### src/rtl/rsp_pkg.sv
package rsp_pkg;
  // ==========================================================
  // Widths and encodings
  localparam int PC_WIDTH = 21;
  localparam int INSTR_WIDTH = 16;
  localparam int STACK_DEPTH = 31;
  localparam int PTR_WIDTH = 5;
  localparam logic [15:0] OPC_IDLE_ZERO = 16'h0000;
  localparam logic [15:0] OPC_PUSH = 16'h0005;
  localparam logic [15:0] OPC_POP = 16'h0006;
  localparam logic [3:0] OPC_IDLE_TOP_NIBBLE = 4'hF;
  localparam logic [20:0] PC_STEP = 21'h00_0002;
  localparam logic [20:0] ENTRY_RESET = 21'h00_0000;
  localparam logic [4:0] PTR_RESET = 5'h00;

  typedef enum logic [1:0] {
    RSP_OP_IDLE = 2'b00,
    RSP_OP_PUSH = 2'b01,
    RSP_OP_POP = 2'b10,
    RSP_OP_OTHER = 2'b11
  } rsp_op_e;

  // Instruction issued to the block
  typedef struct packed {
    logic valid;
    logic [15:0] word;
    logic [20:0] pc;
  } rsp_issue_s;

  // Software write of the stack top entry
  typedef struct packed {
    logic write;
    logic [20:0] value;
  } rsp_top_write_s;
endpackage : rsp_pkg

### src/rtl/rsp_decode.sv
`timescale 1ns/10ps
module rsp_decode
  import rsp_pkg::*;
(
  // Instruction word
  input wire logic [15:0] word_in,
  // Decoded class
  output rsp_pkg::rsp_op_e op_out
);
  always_comb begin
    if (word_in == OPC_PUSH) begin
      op_out = RSP_OP_PUSH; // RULE_03
    end else if (word_in == OPC_POP) begin
      op_out = RSP_OP_POP; // RULE_01
    end else if (word_in == OPC_IDLE_ZERO || word_in[15:12] == OPC_IDLE_TOP_NIBBLE) begin
      op_out = RSP_OP_IDLE; // RULE_06
    end else begin
      op_out = RSP_OP_OTHER;
    end
  end
endmodule : rsp_decode

### src/rtl/rsp_return_stack.sv
`timescale 1ns/10ps
// What this block does
// [RULE_01] Pop (word 0006) removes the top return-stack entry and discards it.
// [RULE_02] After pop the previously pushed entry is top; PC untouched.
// [RULE_03] Push (word 0005) stores program counter plus 2 on top.
// [RULE_04] Push moves the former top one level deeper, preserved.
// [RULE_05] Software may write the top entry; a later push buries it.
// [RULE_06] Zero word or top nibble F is a one-cycle idle; no state changes.
module rsp_return_stack
  import rsp_pkg::*;
#(
  parameter int DEPTH = STACK_DEPTH
) (
  // Clock and reset
  input wire logic clock_in,
  input wire logic reset_n_in,
  // Instruction issue
  input rsp_pkg::rsp_issue_s issue_in,
  // Software access to the top entry
  input rsp_pkg::rsp_top_write_s top_write_in,
  // Stack state
  output logic [20:0] stack_top_entry_out,
  output logic [4:0] depth_out,
  output logic overflow_out,
  output logic underflow_out,
  output logic done_out
);
  import rsp_pkg::*;

  // ==========================================================
  // Decode
  rsp_op_e op;
  logic do_push;
  logic do_pop;

  rsp_decode u_decode (
    .word_in(issue_in.word),
    .op_out(op)
  );

  assign do_push = issue_in.valid && (op == RSP_OP_PUSH);
  assign do_pop = issue_in.valid && (op == RSP_OP_POP);

  // ==========================================================
  // Storage: slot 0 unused, pointer names the top slot
  logic [20:0] entry [1:DEPTH];
  logic [4:0] ptr;
  logic [4:0] next_ptr;
  logic [20:0] push_value;

  assign push_value = issue_in.pc + PC_STEP; // RULE_03

  always_comb begin
    next_ptr = ptr;
    if (do_push && ptr != 5'(DEPTH)) begin
      next_ptr = ptr + 5'h01; // RULE_04
    end else if (do_pop && ptr != PTR_RESET) begin
      next_ptr = ptr - 5'h01; // RULE_02
    end
  end

  always_ff @(posedge clock_in or negedge reset_n_in) begin
    if (!reset_n_in) begin
      ptr <= PTR_RESET;
    end else begin
      ptr <= next_ptr; // RULE_01
    end
  end

  // Older entries stay in place, so the deeper level is preserved on push
  genvar g;
  generate
    for (g = 1; g <= DEPTH; g++) begin : g_slot
      always_ff @(posedge clock_in or negedge reset_n_in) begin
        if (!reset_n_in) begin
          entry[g] <= ENTRY_RESET;
        end else if (do_push && next_ptr == 5'(g) && ptr != 5'(DEPTH)) begin
          entry[g] <= push_value; // RULE_03
        end else if (!do_push && !do_pop && top_write_in.write && ptr == 5'(g)) begin
          entry[g] <= top_write_in.value; // RULE_05
        end
      end
    end
  endgenerate

  // ==========================================================
  // Outputs
  // Full stack drops the push instead of overwriting the deepest entry
  always_ff @(posedge clock_in or negedge reset_n_in) begin
    if (!reset_n_in) begin
      overflow_out <= 1'b0;
    end else begin
      overflow_out <= do_push && ptr == 5'(DEPTH); // RULE_04
    end
  end

  always_ff @(posedge clock_in or negedge reset_n_in) begin
    if (!reset_n_in) begin
      underflow_out <= 1'b0;
    end else begin
      underflow_out <= do_pop && ptr == PTR_RESET; // RULE_01
    end
  end

  // Unknown words give no done, so the core can flag them elsewhere
  always_ff @(posedge clock_in or negedge reset_n_in) begin
    if (!reset_n_in) begin
      done_out <= 1'b0;
    end else begin
      done_out <= issue_in.valid && (op != RSP_OP_OTHER); // RULE_06
    end
  end

  assign stack_top_entry_out = (ptr == PTR_RESET) ? ENTRY_RESET : entry[ptr];
  assign depth_out = ptr;

  // ==========================================================
  // Checks
  a_push_top_value: assert property ( // RULE_03
    @(posedge clock_in) disable iff (!reset_n_in)
    do_push && ptr != 5'(DEPTH) |=> stack_top_entry_out == $past(push_value)
  ) else $error("push did not store pc plus two");

  a_push_buries_top: assert property ( // RULE_04
    @(posedge clock_in) disable iff (!reset_n_in)
    do_push && ptr != 5'(DEPTH) ##1 do_pop && !$past(top_write_in.write)
    |=> stack_top_entry_out == $past(stack_top_entry_out, 2)
  ) else $error("former top lost by push");

  a_pop_depth: assert property ( // RULE_01
    @(posedge clock_in) disable iff (!reset_n_in)
    do_pop && ptr != PTR_RESET |=> depth_out == $past(depth_out) - 5'h01
  ) else $error("pop did not remove top");

  a_pop_restores: assert property ( // RULE_02
    @(posedge clock_in) disable iff (!reset_n_in)
    do_push && ptr != 5'(DEPTH) && !top_write_in.write ##1 do_pop
    |=> stack_top_entry_out == $past(stack_top_entry_out, 2)
  ) else $error("pop did not restore previous top");

  a_top_write: assert property ( // RULE_05
    @(posedge clock_in) disable iff (!reset_n_in)
    top_write_in.write && !do_push && !do_pop && ptr != PTR_RESET
    |=> stack_top_entry_out == $past(top_write_in.value)
  ) else $error("top entry write lost");

  a_idle_stable: assert property ( // RULE_06
    @(posedge clock_in) disable iff (!reset_n_in)
    issue_in.valid && op == RSP_OP_IDLE && !top_write_in.write
    |=> $stable(depth_out) && $stable(stack_top_entry_out)
  ) else $error("idle instruction changed the stack");

  a_done_one_cycle: assert property ( // RULE_06
    @(posedge clock_in) disable iff (!reset_n_in)
    issue_in.valid && op != RSP_OP_OTHER |=> done_out
  ) else $error("instruction not finished in one cycle");

  a_push_depth: assert property ( // RULE_04
    @(posedge clock_in) disable iff (!reset_n_in)
    do_push && ptr != 5'(DEPTH) |=> depth_out == $past(depth_out) + 5'h01
  ) else $error("push did not deepen stack");

  a_full_push_ignored: assert property ( // RULE_04
    @(posedge clock_in) disable iff (!reset_n_in)
    do_push && ptr == 5'(DEPTH)
    |=> overflow_out && $stable(depth_out) && $stable(stack_top_entry_out)
  ) else $error("push on full stack changed it");

  a_empty_pop_ignored: assert property ( // RULE_01
    @(posedge clock_in) disable iff (!reset_n_in)
    do_pop && ptr == PTR_RESET |=> underflow_out && depth_out == PTR_RESET
  ) else $error("pop on empty stack misbehaved");

  a_other_no_done: assert property ( // RULE_06
    @(posedge clock_in) disable iff (!reset_n_in)
    issue_in.valid && op == RSP_OP_OTHER |=> !done_out
  ) else $error("unknown word reported done");

  a_done_needs_issue: assert property ( // RULE_06
    @(posedge clock_in) disable iff (!reset_n_in)
    !issue_in.valid |=> !done_out
  ) else $error("done without an instruction");

  a_empty_write_ignored: assert property ( // RULE_05
    @(posedge clock_in) disable iff (!reset_n_in)
    top_write_in.write && ptr == PTR_RESET && !do_push
    |=> stack_top_entry_out == ENTRY_RESET
  ) else $error("write landed on empty stack");

  a_depth_bound: assert property ( // RULE_04
    @(posedge clock_in) disable iff (!reset_n_in)
    depth_out <= 5'(DEPTH)
  ) else $error("depth beyond stack size");

  a_pop_no_flag: assert property ( // RULE_06
    @(posedge clock_in) disable iff (!reset_n_in)
    do_pop && ptr != PTR_RESET |=> !underflow_out && !overflow_out
  ) else $error("legal pop raised a flag");

  a_push_no_flag: assert property ( // RULE_06
    @(posedge clock_in) disable iff (!reset_n_in)
    do_push && ptr != 5'(DEPTH) |=> !overflow_out && !underflow_out
  ) else $error("legal push raised a flag");

  a_pop_new_top: assert property ( // RULE_02
    @(posedge clock_in) disable iff (!reset_n_in)
    do_pop && ptr > 5'h01 |=> stack_top_entry_out == $past(entry[ptr - 5'h01])
  ) else $error("pop exposed the wrong entry");

  c_push_pop: cover property (
    @(posedge clock_in) disable iff (!reset_n_in)
    do_push ##1 do_pop);

  c_write_push: cover property (
    @(posedge clock_in) disable iff (!reset_n_in)
    top_write_in.write ##1 do_push);

  c_overflow: cover property (
    @(posedge clock_in) disable iff (!reset_n_in)
    overflow_out);

  c_underflow: cover property (
    @(posedge clock_in) disable iff (!reset_n_in)
    underflow_out);

  c_idle: cover property (
    @(posedge clock_in) disable iff (!reset_n_in)
    issue_in.valid && op == RSP_OP_IDLE);
endmodule : rsp_return_stack

### config.mk
export PLATFORM = sky130hd
export DESIGN_NAME = rsp_return_stack
export DESIGN_NICKNAME = d
export VERILOG_FILES = /design/src/rtl/rsp_pkg.sv /design/src/rtl/rsp_decode.sv /design/src/rtl/rsp_return_stack.sv
export SDC_FILE = /design/constraint.sdc
export NUM_CORES = 2
export LEC_CHECK = 0
export BUFFER_PORTS_ARGS = -buffer_cell sky130_fd_sc_hd__buf_2
export CELL_PAD_IN_SITES_DETAIL_PLACEMENT = 2
export CELL_PAD_IN_SITES_GLOBAL_PLACEMENT = 2
export CORE_ASPECT_RATIO = 0.6
export CORE_MARGIN = 2
export CORE_UTILIZATION = 43
export CTS_CLUSTER_DIAMETER = 100
export DETAILED_ROUTE_END_ITERATION = 8
export PLACE_DENSITY_LB_ADDON = 0.15
export SETUP_SLACK_MARGIN = 0.3
export SLEW_MARGIN = 30
export SYNTH_ARGS = -nofsm -noshare
export SYNTH_HDL_FRONTEND = slang
export SYNTH_SLANG_ARGS = --single-unit
### constraint.sdc
create_clock -name clock_in -period 4.2 [get_ports clock_in]
set_input_delay 0.84 -clock clock_in [delete_from_list [all_inputs] [get_ports clock_in]]
set_output_delay 0.84 -clock clock_in [all_outputs]
set_load 0.05 [all_outputs]
# Word-level counts from Yosys, hierarchy flattened
# Index checks and enable logic that the tools add are counted.
# word_totals
reg_bits	659
inputBits	62
out_inout_bits	29
# classes
n_addsub	3
magnitude_cmp	1
n_eq_ne	69
mux	71
bitwise	1
reduce_logical	139
# ops
op	count
21-bit 2-to-1 mux	65
5-bit == test, second input constant	32
21-bit binary-select mux with 5-bit select	1
1-bit logical AND	102
5-bit by 4-bit == test with 1-bit output, second input constant	16
2-bit nonzero test	31
5-bit by 3-bit == test with 1-bit output, second input constant	8
16-bit by 3-bit == test with 1-bit output, second input constant	2
21-bit by 2-bit adder with 21-bit output, second input constant	1
5-bit by 2-bit == test with 1-bit output, second input constant	4
16-bit logical NOT	1
5-bit by 1-bit == test with 1-bit output, second input constant	2
5-bit 2-to-1 mux	2
6-bit greater-or-equal comparator, second input constant	1
2-bit 2-to-1 mux	3
5-bit NOT with 6-bit output	1
5-bit by 1-bit adder with 5-bit output, second input constant	1
5-bit logical NOT	1
5-bit inequality test, second input constant	1
5-bit nonzero test	1
5-bit by 1-bit subtractor with 5-bit output, second input constant	1
4-bit == test, second input constant	1
2-bit by 1-bit == test with 1-bit output, second input constant	1
2-bit == test, second input constant	1
3 further kinds	4

# Longest topological paths before layout
# depth
word_depth	14
depth_mapped	15

# Cells and area by module
# Synthesis repeated with hierarchy kept, for this count alone.
# unflattened
hier_cells	2926
hier_area_um2	37364.6
# by_module_without_submodules
module	instances	cells_each	area_per_inst_um2	seq_area_each_um2
rsp_return_stack	1	2916	37283.3	16490.8
rsp_decode	1	10	81.3	0.0

# Worst setup path before layout
# Ideal clock, no wire load.
# synth_timing
kind	reg2out
start	reg ptr[0], in the netlist depth_out[0]
end	out stack_top_entry_out[1]
t_arrival_ps	3623
required_ps	3360
path_slack_ps	-263
path_stages_with_launch	10
path_buffers	4
cell_sequence	dfrtp_1 > clkbuf_1 > clkbuf_1 > clkbuf_1 > buf_2 > mux2i_1 > o21ai_0 > mux4_2 > nor2_1 > nor3_1
# synth_via
elab_chain_len	5
word_cells_on_any_way	6
cone_classes	mux (4); bitwise (1); reduce/logical (1)
# synth_rtl
element	line	rtl
start, declared	rsp_return_stack.sv:47	logic [4:0] ptr;
start signal, assigned	rsp_return_stack.sv:66	ptr <= next_ptr;
5-bit NOT with 6-bit output (implied by the code)	rsp_return_stack.sv:114	assign stack_top_entry_out = (ptr == PTR_RESET) ? ENTRY_RESET : entry[ptr];
21-bit binary-select mux with 5-bit select	rsp_return_stack.sv:114	
21-bit 2-to-1 mux (implied by the code) (2 in series)	rsp_return_stack.sv:114	
21-bit 2-to-1 mux (*)	rsp_return_stack.sv:114	
end, declared	rsp_return_stack.sv:22	output logic [20:0] stack_top_entry_out,
# Mark *: on every way between the ends. The rest lies on a longest branch, timed or not. The select of a mux whose other input is x is not followed.

# Worst setup path after layout
# layout_timing
start	reg ptr[0], in the netlist depth_out[0]
end	out stack_top_entry_out[19]
# The elaborated chain is that of the path after synthesis.

==> impl_results.rst <==
.. list-table::
   :header-rows: 1

   * - Metric
     - Value
   * - Buffering stage count on the worst path with inverters included
     - 4
   * - Share of synthesized flip-flops with an asynchronous set or reset
     - 100%
   * - Worst setup path endpoint
     - stack_top_entry_out[19]
   * - Core area
     - 0.0817 mm^2
   * - Routed vias/inst
     - 7.16
   * - DRT antenna net count
     - 0
   * - Footprint of the flip-flops and latches
     - 0.0165 mm^2
   * - Library cell with the largest summed area after synthesis
     - dfrtp_1
   * - Number of sinks on the clock net
     - 659
   * - Worst Clk Skew
     - 0.0167 ns
   * - DP HPWL
     - 109000 um
   * - Kind of start point of the critical path
     - register
   * - Total Routed Length
     - 176000 um
   * - First-pass GRT wire length
     - 250000 um
   * - Endpoint class of the critical path
     - output port
   * - Synth warn
     - 0
   * - Worst endpoint required time
     - 3.36 ns
   * - Fraction of layout instances using a drive strength above 1
     - 25.1%
   * - Number of cells produced by synthesis
     - 3220
   * - Max clock buf depth
     - 3
   * - Pwr dens
     - 332 mW/mm^2
   * - Result of the run
     - complete, no violations
   * - Yosys reg bits
     - 659
   * - Die Footprint
     - 0.0850 mm^2
   * - Global route overflow
     - 0
   * - Final min period
     - 4.07 ns
   * - Clock slew at the register clock pins of the worst setup and hold paths
     - 0.07 ns
   * - Data arrival time of the worst path
     - 3.23 ns
   * - Start of the worst register-to-register path
     - depth_out[0]$_DFF_PN0_
   * - Violation count after the first detailed-route iteration
     - 3645
   * - Core occupancy in the finished layout
     - 52.1%
   * - Leading cell types in the layout, fill and taps excluded
     - dfrtp_1 (655), nand2_1 (448), mux2i_1 (240)
   * - Top Ports
     - 91
   * - Area fraction of the dominant cell type after synthesis
     - 46.4%
   * - Max-capacitance violation count
     - 0
   * - Slew Limit Headroom
     - 28.5%
   * - Initial standard-cell utilization of the core
     - 43.5%
   * - Port Buf Inserts
     - 90
   * - Area Overhead vs Synth
     - 19.8%
   * - Residual DRC
     - 0
   * - Slew at the pin with the worst max-slew slack
     - 1.07 ns
   * - Post-route cell area
     - 0.0426 mm^2
   * - Most common cell after layout, fill and taps aside
     - dfrtp_1
   * - Lkg Pwr
     - 21.5 nW
   * - Syn_nets
     - 3290
   * - Number of hold-repair buffers added at the cts stage
     - 0
   * - Via count of the first global-routing pass
     - 33.6k
   * - Setup crit start
     - depth_out[0]$_DFF_PN0_
   * - Highest cell delay on the worst timing path
     - 0.63 ns
   * - CP cell instances
     - buf_12 -> buf_16 -> mux4_2 -> mux4_2 -> nor2_4 -> buf_6 -> nor3_4 -> buf_12
   * - Final Wtd Congestion
     - 0.953
   * - Unrepaired setup endpoints after global routing
     - yes
   * - Share of the clock period used by the worst path after layout
     - 97.0%
   * - Slack of the critical path
     - 0.125 ns
   * - Number of cell rows
     - 81
   * - Number of CTS-inserted buffers
     - 70
   * - GRT Overall Usage
     - 40.8%
   * - TritonCTS clock tree
     - yes
   * - Worst skew pair latency
     - 0.67 ns
   * - Mean cell area of the mapped netlist
     - 11.0 um^2
   * - Post-place setup slack
     - 0.204 ns
   * - Final count of pins violating max slew
     - 0
   * - Area of combinational cells with multiple inputs
     - 0.0186 mm^2
   * - Gate family responsible for the most delay along the worst path
     - multiplexers
   * - Worst reg2reg setup slack
     - 0.33 ns
   * - Post-layout nets
     - 3357
   * - Commonest register cell after synthesis
     - dfrtp_1
   * - Post-synth EDFFs
     - 0
   * - Total count of hold-check failures in the final report
     - 0
   * - Crit path kind
     - register to output port
   * - Number of levels the H-tree was split into
     - 3
   * - Fill cell instance count of the final layout
     - 7792
   * - Fmax achieved
     - 245 MHz
   * - Initial antenna violation count
     - 14
   * - Setup TNS
     - 0 ns
   * - Die boundary width
     - 375 um
   * - Area contributors post-synth
     - dfrtp_1 (46%), mux4_2 (12%), mux2i_1 (6.8%), a22o_1 (5.7%), a21o_1 (5.0%)
   * - Critical path fanouts, max
     - 6
   * - Critical Path Stages
     - 8
   * - Average routed wire per standard cell
     - 39.9 um
   * - First-pass detailed-route iteration total
     - 5
   * - Largest vdd supply drop
     - 302 uV
   * - Endpoint of the worst-slack reg-to-reg timing path
     - entry[301]$_DFFE_PN0P_
   * - Class of the worst hold path
     - input port to asynchronous set/reset pin
   * - Placement-stage cell area
     - 0.0385 mm^2
   * - Yosys cell types
     - 60
   * - Maximum number of pins on one net before global-route repair
     - 106
   * - Chip Height
     - 227 um
   * - Sequential share of the synthesized area
     - 46.4%
   * - Clk Tree Root Cell
     - clkbuf_16
   * - Total of endpoints with negative setup slack in the final report
     - 0
   * - Vias post-DR
     - 31.6k
   * - Path depth of the worst reg2reg path
     - 12
   * - Slowest stage cell, crit path
     - mux4_2
   * - Total standard cell area after synthesis
     - 0.0355 mm^2
## report_power, final
group          switching [mW]  internal [mW]  leakage (nW)
clock                    2.91           3.76          1.16
combinational           0.812          0.248          11.2
sequential             0.0167           6.37          9.15
## cell families after synthesis
group,share of synthesized area [%]
AO/OA/AOI/OAI,19.1
adder cells (fa/ha/maj),0.282
flip-flops,46.4
XOR/XNOR,1.08
multiplexers,18.8
buffers and inverters,4.28
AND/OR/NAND/NOR,10.1
## layout make-up
class | instances | share of cell area, %
sequential | 659 | 38.8
clock buffer | 99 | 4.78
multi-input combinational | 2189 | 43.7
tap | 1079 | 3.17
antenna | 1 | 0.00588
timing repair buffer | 357 | 8.74
inverter | 10 | 0.0882
clock inverter | 24 | 0.708
## synthesized netlist by cell type (all sizes together) (2+ instances only)
master  count
and4        5
and2       53
a32oi       4
nand2     448
o41ai       3
inv        10
nor2      161
clkbuf    265
dfrtp     659
or2         3
nand3b      2
nor3       54
a22oi     156
a221o      43
or3         3
nand4       6
a31oi      10
nor4        5
nor2b      14
a32o        4
mux4      189
nand4b      2
o211ai     50
o21ai      53
a211oi     14
a22o      232
ha          8
and3        8
a21oi      80
mux2i     241
xor2       18
a21o      238
buf        97
nand3      49
xnor2      23
## worst min-delay path by stage
stage / startpoint / to / slack (ns) / cells after the start
2_1_floorplan: entry[512]$_DFFE_PN0P_ / entry[512]$_DFFE_PN0P_ / 0.43 / 2
4_1_cts: reset_n_in / entry[364]$_DFFE_PN0P_ / 0.10 / 1
3_3_place_gp: entry[512]$_DFFE_PN0P_ / entry[512]$_DFFE_PN0P_ / 0.45 / 2
5_1_grt: reset_n_in / entry[361]$_DFFE_PN0P_ / 0.12 / 1
3_5_place_dp: entry[380]$_DFFE_PN0P_ / entry[380]$_DFFE_PN0P_ / 0.46 / 2
6_report: reset_n_in / entry[361]$_DFFE_PN0P_ / 0.10 / 1
## stage by stage
| stage | std cells | hold WS, ns | total power [mW] |
|---|---|---|---|
| global placement | 4222 | 0.447 | 7.45 |
| detailed placement | 4223 | 0.463 | 7.48 |
| finish | 4418 | 0.102 | 14.1 |
| floorplan | 3220 | 0.434 | 6.90 |
| CTS | 4381 | 0.102 | 14.1 |
| global route | 4417 | 0.119 | 14.4 |
## sequential cells by signal (all words and copies together) (netlist names)
signal,flops
entry,651
depth_out,5
underflow_out,1
overflow_out,1
done_out,1
## layer usage
| layer | GRT usage [%] | up-vias | wire length, um |
|---|---|---|---|
| met4 | 14.4 | 14 | 6690 |
| li1 | - | 12000 | - |
| met2 | 59.4 | 1942 | 75800 |
| met3 | 13.7 | 432 | 21700 |
| met1 | 57.0 | 17200 | 72100 |
| met5 | 0 | - | 211 |
## worst reg2reg max path, cell delays in order (launching register included)
cell      delay [ns]
dfrtp_4         0.52
buf_12          0.17
ha_2            0.23
and3_1          0.23
ha_1            0.23
and4bb_4        0.43
and2_1          0.33
buf_4           0.24
and3_1          0.35
buf_8           0.30
and2_1          0.25
buf_4           0.26
o21ai_0         0.18
## what timing repair did
action | CTS | global route
pin swaps | 16 | 17
buffers inserted | 18 | 30
gates resized for setup | 116 | 57
endpoints found under the hold margin | 0 | 0
cloned | 17 | 6
endpoints found under the setup margin | 142 | 436
No activity file was read; power rests on OpenSTA's default activity.
